**src/rtl/adc_scan_defines.vh**
```
`ifndef ADC_SCAN_DEFINES_VH
`define ADC_SCAN_DEFINES_VH

// register byte addresses
`define ADDR_SCAN_MASK      4'h0
`define ADDR_CLK_CTRL       4'h4
`define ADDR_SCAN_STATUS    4'h8
`define ADDR_SCAN_CTRL      4'hC

// scan mask layout
`define MASK_WRITABLE       16'h9FFF
`define MASK_RESET          16'h0000
`define BANDGAP_BIT         15
`define NUM_EXT_CH          13
`define NUM_SLOTS           16
`define CH_W                4

// clock divider
`define DIV_W               8
`define DIV_RESET           8'h00
`define TCY_OSC_PERIODS     2
`define TCY_LAST            2'h1

// axi responses
`define RESP_OKAY           2'h0
`define RESP_SLVERR         2'h2

`endif

```
**src/rtl/adc_clock_divider.v**
```verilog
`include "adc_scan_defines.vh"
`default_nettype none

// instruction cycle from oscillator, then conversion clock from instruction cycle
module adc_clock_divider (
  // clock and reset
  input  wire              aclk,
  input  wire              aresetn,
  // divider setting
  input  wire [`DIV_W-1:0] conv_clock_divider,
  // outputs
  output reg               instr_tick,
  output reg               conv_tick
);

  reg [1:0]        osc_count;
  reg [`DIV_W-1:0] cy_count;

  always @(posedge aclk) begin
    if (!aresetn) begin
      osc_count  <= 2'h0;
      cy_count   <= 8'h00;
      instr_tick <= 1'b0;
      conv_tick  <= 1'b0;
    end else begin
      conv_tick <= 1'b0;
      // one instruction cycle per two oscillator periods
      if (osc_count == `TCY_LAST) begin
        osc_count  <= 2'h0;
        instr_tick <= 1'b1;
      end else begin
        osc_count  <= osc_count + 2'h1;
        instr_tick <= 1'b0;
      end
      // conversion period = instruction cycle * (divider + 1)
      if (osc_count == `TCY_LAST) begin
        if (cy_count >= conv_clock_divider) begin
          cy_count  <= 8'h00;
          conv_tick <= 1'b1;
        end else begin
          cy_count <= cy_count + 8'h01;
        end
      end
    end
  end

endmodule

`default_nettype wire

```
**src/rtl/adc_scan_select_clock.v**
```verilog
`include "adc_scan_defines.vh"
`default_nettype none

module adc_scan_select_clock (
  // clock and reset
  input  wire        aclk,
  input  wire        aresetn,
  // axi4-lite write address
  input  wire [3:0]  s_axi_awaddr,
  input  wire        s_axi_awvalid,
  output wire        s_axi_awready,
  // axi4-lite write data
  input  wire [31:0] s_axi_wdata,
  input  wire [3:0]  s_axi_wstrb,
  input  wire        s_axi_wvalid,
  output wire        s_axi_wready,
  // axi4-lite write response
  output reg  [1:0]  s_axi_bresp,
  output reg         s_axi_bvalid,
  input  wire        s_axi_bready,
  // axi4-lite read address
  input  wire [3:0]  s_axi_araddr,
  input  wire        s_axi_arvalid,
  output wire        s_axi_arready,
  // axi4-lite read data
  output reg  [31:0] s_axi_rdata,
  output reg  [1:0]  s_axi_rresp,
  output reg         s_axi_rvalid,
  input  wire        s_axi_rready,
  // converter side
  output reg  [15:0] scan_enable,
  output wire        conv_clock_tick,
  output reg  [3:0]  scan_channel,
  output reg         scan_active
);

  reg  [15:0]        scan_channel_mask;
  reg  [`DIV_W-1:0]  conv_clock_divider;
  reg                scan_run;
  reg                aw_held;
  reg                w_held;
  reg  [3:0]         aw_addr;
  reg  [31:0]        w_data;
  reg  [3:0]         w_strb;
  wire               do_write;
  reg  [15:0]        next_mask;
  reg  [3:0]         next_channel;
  reg                found;
  integer            i;
  reg  [4:0]         idx;

  adc_clock_divider u_div (
    .aclk               (aclk),
    .aresetn            (aresetn),
    .conv_clock_divider (conv_clock_divider),
    .instr_tick         (),
    .conv_tick          (conv_clock_tick)
  );

  // write channel capture, either order
  assign s_axi_awready = !aw_held && !s_axi_bvalid;
  assign s_axi_wready  = !w_held && !s_axi_bvalid;
  assign do_write      = aw_held && w_held && !s_axi_bvalid;

  always @(posedge aclk) begin
    if (!aresetn) begin
      aw_held <= 1'b0;
      w_held  <= 1'b0;
      aw_addr <= 4'h0;
      w_data  <= 32'h00000000;
      w_strb  <= 4'h0;
    end else begin
      if (s_axi_awvalid && s_axi_awready) begin
        aw_held <= 1'b1;
        aw_addr <= s_axi_awaddr;
      end
      if (s_axi_wvalid && s_axi_wready) begin
        w_held <= 1'b1;
        w_data <= s_axi_wdata;
        w_strb <= s_axi_wstrb;
      end
      if (do_write) begin
        aw_held <= 1'b0;
        w_held  <= 1'b0;
      end
    end
  end

  // byte-lane merge, unused bits forced to zero
  always @* begin
    next_mask = scan_channel_mask;
    if (w_strb[0]) next_mask[7:0] = w_data[7:0];
    if (w_strb[1]) next_mask[15:8] = w_data[15:8];
    next_mask = next_mask & `MASK_WRITABLE;
  end

  // register writes and response
  always @(posedge aclk) begin
    if (!aresetn) begin
      scan_channel_mask  <= `MASK_RESET;
      conv_clock_divider <= `DIV_RESET;
      scan_run           <= 1'b0;
      s_axi_bvalid       <= 1'b0;
      s_axi_bresp        <= `RESP_OKAY;
    end else begin
      if (s_axi_bvalid && s_axi_bready) begin
        s_axi_bvalid <= 1'b0;
      end
      if (do_write) begin
        s_axi_bvalid <= 1'b1;
        s_axi_bresp  <= `RESP_OKAY;
        case (aw_addr)
          `ADDR_SCAN_MASK: scan_channel_mask <= next_mask;
          `ADDR_CLK_CTRL: begin
            if (w_strb[0]) conv_clock_divider <= w_data[`DIV_W-1:0];
          end
          `ADDR_SCAN_STATUS: ;
          `ADDR_SCAN_CTRL: begin
            if (w_strb[0]) scan_run <= w_data[0];
          end
          default: s_axi_bresp <= `RESP_SLVERR;
        endcase
      end
    end
  end

  // read channel
  assign s_axi_arready = !s_axi_rvalid;

  always @(posedge aclk) begin
    if (!aresetn) begin
      s_axi_rvalid <= 1'b0;
      s_axi_rdata  <= 32'h00000000;
      s_axi_rresp  <= `RESP_OKAY;
    end else begin
      if (s_axi_rvalid && s_axi_rready) begin
        s_axi_rvalid <= 1'b0;
      end
      if (s_axi_arvalid && s_axi_arready) begin
        s_axi_rvalid <= 1'b1;
        s_axi_rresp  <= `RESP_OKAY;
        case (s_axi_araddr)
          `ADDR_SCAN_MASK:   s_axi_rdata <= {16'h0000, scan_channel_mask};
          `ADDR_CLK_CTRL:    s_axi_rdata <= {24'h000000, conv_clock_divider};
          `ADDR_SCAN_STATUS: s_axi_rdata <= {27'h0000000, scan_active, scan_channel};
          `ADDR_SCAN_CTRL:   s_axi_rdata <= {31'h00000000, scan_run};
          default: begin
            s_axi_rdata <= 32'h00000000;
            s_axi_rresp <= `RESP_SLVERR;
          end
        endcase
      end
    end
  end

  // next enabled channel above current, wrapping to lowest
  always @* begin
    next_channel = scan_channel;
    found        = 1'b0;
    idx          = 5'h00;
    for (i = 1; i <= `NUM_SLOTS; i = i + 1) begin
      idx = {1'b0, scan_channel} + i[4:0];
      if (!found && scan_channel_mask[idx[3:0]]) begin
        found        = 1'b1;
        next_channel = idx[3:0];
      end
    end
  end

  // scan sequencer, one channel per conversion clock
  always @(posedge aclk) begin
    if (!aresetn) begin
      scan_channel <= 4'h0;
      scan_active  <= 1'b0;
      scan_enable  <= 16'h0000;
    end else begin
      scan_enable <= scan_channel_mask;
      if (!scan_run || scan_channel_mask == 16'h0000) begin
        scan_active  <= 1'b0;
        scan_channel <= 4'hF;
      end else if (conv_clock_tick) begin
        scan_active  <= 1'b1;
        scan_channel <= next_channel;
      end
    end
  end

endmodule

`default_nettype wire

```
**config.mk**
```make
export PLATFORM = sky130hd
export DESIGN_NAME = adc_scan_select_clock
export DESIGN_NICKNAME = d
export VERILOG_FILES = /design/src/rtl/adc_clock_divider.v /design/src/rtl/adc_scan_select_clock.v
export VERILOG_INCLUDE_DIRS = /design/src /design/src/rtl
export SDC_FILE = /design/constraint.sdc
export NUM_CORES = 1
export LEC_CHECK = 0
export BUFFER_PORTS_ARGS = -buffer_cell sky130_fd_sc_hd__buf_2
export CAP_MARGIN = 15
export CORE_MARGIN = 1.5
export CORE_UTILIZATION = 45
export CTS_CLUSTER_SIZE = 16
export DETAILED_ROUTE_END_ITERATION = 10
export GPL_ROUTABILITY_DRIVEN = 0
export PLACE_DENSITY = 0.67
export SYNTH_ARGS = -nofsm -noshare
export SYNTH_HDL_FRONTEND = slang
export SYNTH_HIERARCHICAL = 1
export SYNTH_SLANG_ARGS = --single-unit
export TNS_END_PERCENT = 20
```
**constraint.sdc**
```tcl
create_clock -name aclk -period 7.3 [get_ports aclk]
set_input_delay 1.46 -clock aclk [delete_from_list [all_inputs] [get_ports aclk]]
set_output_delay 1.46 -clock aclk [all_outputs]
set_load 0.005 [all_outputs]
```
==> results of run 1 <==
## metrics by stage
stage | cell area (sq um) | cells | util, %
floorplan | 6150 | 722 | -
global placement | 6420 | 911 | 48.6
detailed placement | 6420 | 911 | 48.6
CTS | 6730 | 927 | 51.0
global route | 6730 | 928 | 51.0
finish | 6730 | 928 | 51.0
## power groups by stage
| stage | registers, mW | logic (mW) | clock network [mW] |
|---|---|---|---|
| after floorplan | 0.541 | 0.152 | 0 |
| after global placement | 0.544 | 0.181 | 0 |
| after detailed placement | 0.545 | 0.186 | 0 |
| after CTS | 0.533 | 0.186 | 0.497 |
| after global routing | 0.535 | 0.208 | 0.522 |
| final | 0.534 | 0.189 | 0.488 |
## cells in the final DEF (no fill, tap or decap), types with 5 or more instances in the layout
cell type / n
or3_1: 7
nand3_1: 16
conb_1: 22
nor4_1: 9
o211ai_1: 5
nor2_1: 68
a21oi_1: 44
mux4_2: 22
nor2b_1: 7
nand3b_1: 7
nand2_1: 70
xnor2_1: 12
mux2i_1: 37
a2111oi_0: 6
buf_2: 72
ha_1: 18
nand2b_1: 9
o21ai_0: 25
a22oi_1: 14
and2_1: 22
dfxtp_1: 93
o22ai_1: 5
a211oi_1: 9
inv_1: 28
clkbuf_16: 9
xor2_1: 5
nor3_1: 8
mux2_2: 9
a21o_1: 5
## layout make-up
class	count	area, sq um
clock buffers	9	225
clock inverters	7	86.3
fillers	1262	6460
inverters	29	109
multi-input cells	538	3840
flip-flops and latches	93	1860
well taps	176	220
repair buffers	76	390
## registers in the layout, indices dropped and copies added, names as in the netlist
signal              count
s_axi_rdata            14
scan_channel_mask      14
scan_enable            14
w_data                 14
conv_clock_divider      8
u_div/cy_count          8
aw_addr                 4
scan_channel            4
u_div/osc_count         2
w_strb                  2
aw_held                 1
s_axi_bresp             1
s_axi_bvalid            1
s_axi_rresp             1
s_axi_rvalid            1
scan_active             1
scan_run                1
u_div/conv_tick         1
w_held                  1
## worst max-delay path, stage by stage (launching register included)
cell	delay [ns]
dfxtp_1	0.31
buf_4	0.30
inv_1	0.27
ha_1	0.82
mux4_2	0.67
a21boi_1	0.17
a211oi_2	0.37
o21ai_2	0.15
or3_1	0.47
o41ai_4	0.46
nor3_1	0.15
nand4_1	0.16
xnor2_1	0.13
a21oi_1	0.09
## routing by layer
metal	up-vias	global-route usage [%]	wire length [microns]
li1	2585	-	-
met1	2598	27.9	6660
met2	197	39.1	7810
met3	38	4.21	937
met4	0	10.5	497
met5	-	0	0
## how the worst min path moves through the flow
stage | from | to | cells after the start
5_1_grt | u_div/osc_count[0] | u_div/osc_count[0] | 1
2_1_floorplan | u_div/osc_count[0] | u_div/osc_count[0] | 1
3_3_place_gp | u_div/osc_count[0] | u_div/osc_count[0] | 1
6_report | u_div/osc_count[0] | u_div/osc_count[0] | 1
4_1_cts | u_div/osc_count[0] | u_div/osc_count[0] | 1
3_5_place_dp | u_div/osc_count[0] | u_div/osc_count[0] | 1
==> results.py, run 1 <==
metrics = {
    "detailed_routing": {
        "via_per_inst": 5.84,
        "ant_nets": 0,
        "dr.pass1.iters": 6,
        "avgRoutedWirePerCell_microns": 17.1,
        "wl_microns": 15900,
        "num_vias": 5418,
        "drt_iter0_markers": 458,
        "drcViolationCount": 0,
    },
    "timing": {
        "skew_ns": 0.00923,
        "post-route-min-period_ns": 4.69,
        "final.setup.tns_ns": 0,
        "max_freq_ghz": 0.213,
        "hold_ws_ns": 0.423,
        "setup_viol": 0,
        "relSlewSlack_pct": 29.8,
        "rsz0062_at_grt": "false",
        "drv_slew": 0,
        "hold_violations": 0,
        "fin_crit_sh_pct": 64.2,
        "worst_slack_ns": 2.61,
        "tightest_slew_ns": 1.05,
    },
    "global_routing": {
        "grt_pass1_wl_microns": 25900,
        "antenna_found_initial": 0,
        "grt_usage_pct": 22.9,
        "grt-ovfl-total": 0,
        "grt_pass1_vias": 5246,
        "grt_max_degree": 65,
    },
    "setup_path": {
        "r2r_end": "scan_channel[0]",
        "r2r-start": "scan_channel[1]",
        "cp.required_ns": 7.49,
        "ff2ff_setup_slack_ns": 2.61,
        "critPathArrivalTime_ns": 4.87,
        "cp_max_fo": 28,
        "worstRegToRegCells": 13,
        "startpoint_type": "flip-flop",
        "crit_path_end_kind": "flip-flop",
        "crit_end": "scan_channel[0]",
        "worstSetupStartpoint": "scan_channel[1]",
        "critPathKind": "flip-flop to flip-flop",
    },
    "logic_synthesis": {
        "synthCells": 701,
        "synth.avg_cell_area_sq_um": 8.66,
        "syn_area_sq_um": 6070,
        "synth_warnings": 6,
    },
    "job": {
        "max-cap-violations": 0,
    },
    "power_and_ir_drop": {
        "p_clk_share_pct": 40.3,
        "powerDensity_nw_per_um2": 180,
        "seq_power_share_pct": 44.1,
        "p_leak_nw": 2.76,
        "power.total_mw": 1.21,
        "pwr-share-comb_pct": 15.6,
        "netSwitchingFraction_pct": 28.5,
        "p_int_mw": 0.866,
        "ir_worst_vdd_mv": 0.180,
        "p_sw_mw": 0.345,
    },
    "floorplan": {
        "die-area_sq_um": 14200,
        "initial_utilization_pct": 46.0,
        "die_h_microns": 119,
        "die_w_microns": 119,
        "io_pins": 114,
        "num_rows": 42,
        "coreArea_sq_um": 13200,
    },
    "clock_network": {
        "post_cts_resized": 0,
        "cts.clk_slew.worst_paths_ns": 0.07,
        "cts_max_level": 3,
        "cts_root_buf": "clkbuf_16",
        "postCtsSetupBuffers": 0,
        "tritoncts": "built",
        "cts-hold-fix-buffers": 0,
        "clkSinkCount": 93,
        "clk_latency_ns": 0.35,
        "numCtsBuffers": 9,
        "clock_path_buffers": 2,
    },
    "placement": {
        "port_buffers": 71,
        "dp_hpwl_microns": 11600,
        "pre_cts_slack_ns": 2.68,
    },
    "layout": {
        "drive_gt1_share_pct": 18.6,
        "area.growth.synth_to_final_pct": 10.9,
        "antenna_cells": 0,
        "nets": 816,
    },
    "hold_path": {
        "hold_class": "flip-flop to flip-flop",
    },
    "status": {
        "status": "finished clean",
    },
}
Note: power is estimated with default switching activity, not from simulation.
==> run 2: changes to the inputs <==
Settings changed: ABC_AREA set to 1, PLACE_DENSITY 0.67 to 0.7.
Clock period 7.3 ns to 3.9 ns, I/O delays scaled along.
==> run 2 against run 1 <==
Compared with the run above:
- first-iteration DRC count fell by 18%
- total power rose by 93%
- synthesized area is 6.6% lower
- clock skew about the same
- die area down 6.5%
- largest power group unchanged
==> results.py, run 2 <==
metrics = {
    "status": {
        "status": "finished clean",
    },
    "setup_path": {
        "critPathArrivalTime_ns": 3.62,
        "ff2ff_setup_slack_ns": 0.52,
        "r2r_end": "scan_channel[0]",
        "startpoint_type": "flip-flop",
        "crit_path_end_kind": "flip-flop",
        "cp.required_ns": 4.14,
        "worstRegToRegCells": 24,
        "crit_end": "scan_channel[0]",
        "worstSetupStartpoint": "scan_channel[1]",
        "r2r-start": "scan_channel[1]",
        "critPathKind": "flip-flop to flip-flop",
        "cp_max_fo": 12,
    },
    "global_routing": {
        "grt_pass1_vias": 5025,
        "grt_pass1_wl_microns": 23800,
        "antenna_found_initial": 0,
        "grt_usage_pct": 22.6,
        "grt-ovfl-total": 0,
        "grt_max_degree": 75,
    },
    "timing": {
        "tightest_slew_ns": 0.717,
        "final.setup.tns_ns": 0,
        "max_freq_ghz": 0.296,
        "setup_viol": 0,
        "post-route-min-period_ns": 3.38,
        "hold_violations": 0,
        "drv_slew": 0,
        "skew_ns": 0.00927,
        "rsz0062_at_grt": "false",
        "fin_crit_sh_pct": 86.7,
        "relSlewSlack_pct": 52.1,
    },
    "job": {
        "max-cap-violations": 0,
    },
    "detailed_routing": {
        "drt_iter0_markers": 376,
        "wl_met3_microns": 358,
        "num_vias": 5495,
        "dr.max_layer_used": "met4",
        "drcViolationCount": 0,
        "wl_met2_microns": 6810,
        "dr.pass1.iters": 4,
        "wl_microns": 14300,
        "ant_nets": 0,
        "avgRoutedWirePerCell_microns": 12.9,
        "via_per_inst": 4.96,
        "drt-met1-wl_microns": 6750,
    },
    "floorplan": {
        "initial_utilization_pct": 46.6,
        "die_h_microns": 115,
        "coreArea_sq_um": 12200,
        "die_w_microns": 115,
        "io_pins": 114,
        "die-area_sq_um": 13300,
        "num_rows": 40,
    },
    "clock_network": {
        "cts_max_level": 3,
        "tritoncts": "built",
        "cts.clk_slew.worst_paths_ns": 0.06,
        "postCtsSetupBuffers": 0,
        "cts_root_buf": "clkbuf_16",
        "clock_path_buffers": 2,
        "cts-hold-fix-buffers": 0,
        "clkSinkCount": 93,
        "post_cts_resized": 0,
        "numCtsBuffers": 9,
        "clk_latency_ns": 0.34,
    },
    "logic_synthesis": {
        "synth_warnings": 6,
        "synth.avg_cell_area_sq_um": 6.53,
        "syn_area_sq_um": 5670,
        "synthCells": 869,
    },
    "layout": {
        "nets": 1003,
        "drive_gt1_share_pct": 14.2,
        "stdcell_area_sq_um": 6400,
        "final_common_cell": "nand2_1",
        "fillers": 1274,
        "final_cell_mix": "nand2_1, inv_1, dfxtp_1",
        "seq_area_sq_um": 1860,
        "antenna_cells": 0,
        "multi_input_area_sq_um": 3120,
        "area.growth.synth_to_final_pct": 12.8,
    },
    "power_and_ir_drop": {
        "powerDensity_nw_per_um2": 365,
        "ir_worst_vdd_mv": 0.310,
        "p_leak_nw": 3.19,
    },
    "placement": {
        "port_buffers": 71,
        "dp_hpwl_microns": 10600,
        "postPlaceCellArea_sq_um": 6100,
    },
    "hold_path": {
        "hold_class": "flip-flop to flip-flop",
    },
}
run 2: report_power, final:
| group | switching, mW | internal (mW) | total [mW] | leakage, nW |
|---|---|---|---|---|
| Sequential | 0.0237 | 0.988 | 1.01 | 0.758 |
| Combinational | 0.299 | 0.143 | 0.442 | 2.28 |
| Clock | 0.380 | 0.502 | 0.882 | 0.143 |
| Total | 0.703 | 1.63 | 2.34 | 3.19 |
run 2: worst min-delay path by stage:
stage	start	cells after the start	endpoint	slack [ns]
floorplan	u_div/osc_count[0]	1	u_div/osc_count[0]	0.40
global placement	u_div/osc_count[0]	1	u_div/osc_count[0]	0.41
detailed placement	u_div/osc_count[0]	1	u_div/osc_count[0]	0.42
CTS	u_div/osc_count[0]	1	u_div/osc_count[0]	0.42
global route	u_div/osc_count[0]	1	u_div/osc_count[0]	0.44
finish	u_div/osc_count[0]	1	u_div/osc_count[0]	0.42
run 2: per-stage QoR:
| step | total power, mW | hold WS [ns] | instances | setup WS, ns | utilization [%] |
|---|---|---|---|---|---|
| after floorplan | 1.37 | 0.397 | 890 | 0.722 | - |
| after global placement | 1.47 | 0.410 | 1091 | 0.616 | 50.2 |
| after detailed placement | 1.47 | 0.416 | 1091 | 0.572 | 50.2 |
| after CTS | 2.35 | 0.425 | 1107 | 0.551 | 52.6 |
| after global routing | 2.46 | 0.439 | 1107 | 0.145 | 52.6 |
| final | 2.34 | 0.422 | 1107 | 0.519 | 52.6 |
run 2: final cells by class:
| cell class | count | area share, % |
|---|---|---|
| inverters | 120 | 7.08 |
| well taps | 168 | 3.29 |
| clock buffers | 10 | 3.58 |
| clock inverters | 6 | 1.08 |
| multi-input cells | 626 | 48.8 |
| repair buffers | 84 | 7.08 |
| flip-flops and latches | 93 | 29.1 |
run 2: critical path, cell delays in order (launching register included):
cell and delay, ns:
dfxtp_1 0.33, inv_1 0.07, ha_1 0.28, inv_1 0.37, nand3_1 0.21, nand3_1 0.15, nand3_1 0.08, nand2_1 0.13
nand2_1 0.10, nor2_4 0.12, nand3_2 0.09, nor2_4 0.12, nand2_4 0.08, nor2_4 0.11, nand2_2 0.07, nor2_4 0.13
nand2_4 0.09, nor2_8 0.15, nand3_2 0.07, nor2_1 0.12, nand2_1 0.09, nand2_2 0.08, inv_2 0.06, a21oi_1 0.11
nor2_1 0.06
run 2: routing by layer:
| layer | up-vias | GRT usage [%] |
|---|---|---|
| met5 | - | 0 |
| met4 | 0 | 9.22 |
| li1 | 2884 | - |
| met2 | 93 | 38.5 |
| met1 | 2492 | 28.9 |
| met3 | 26 | 3.00 |
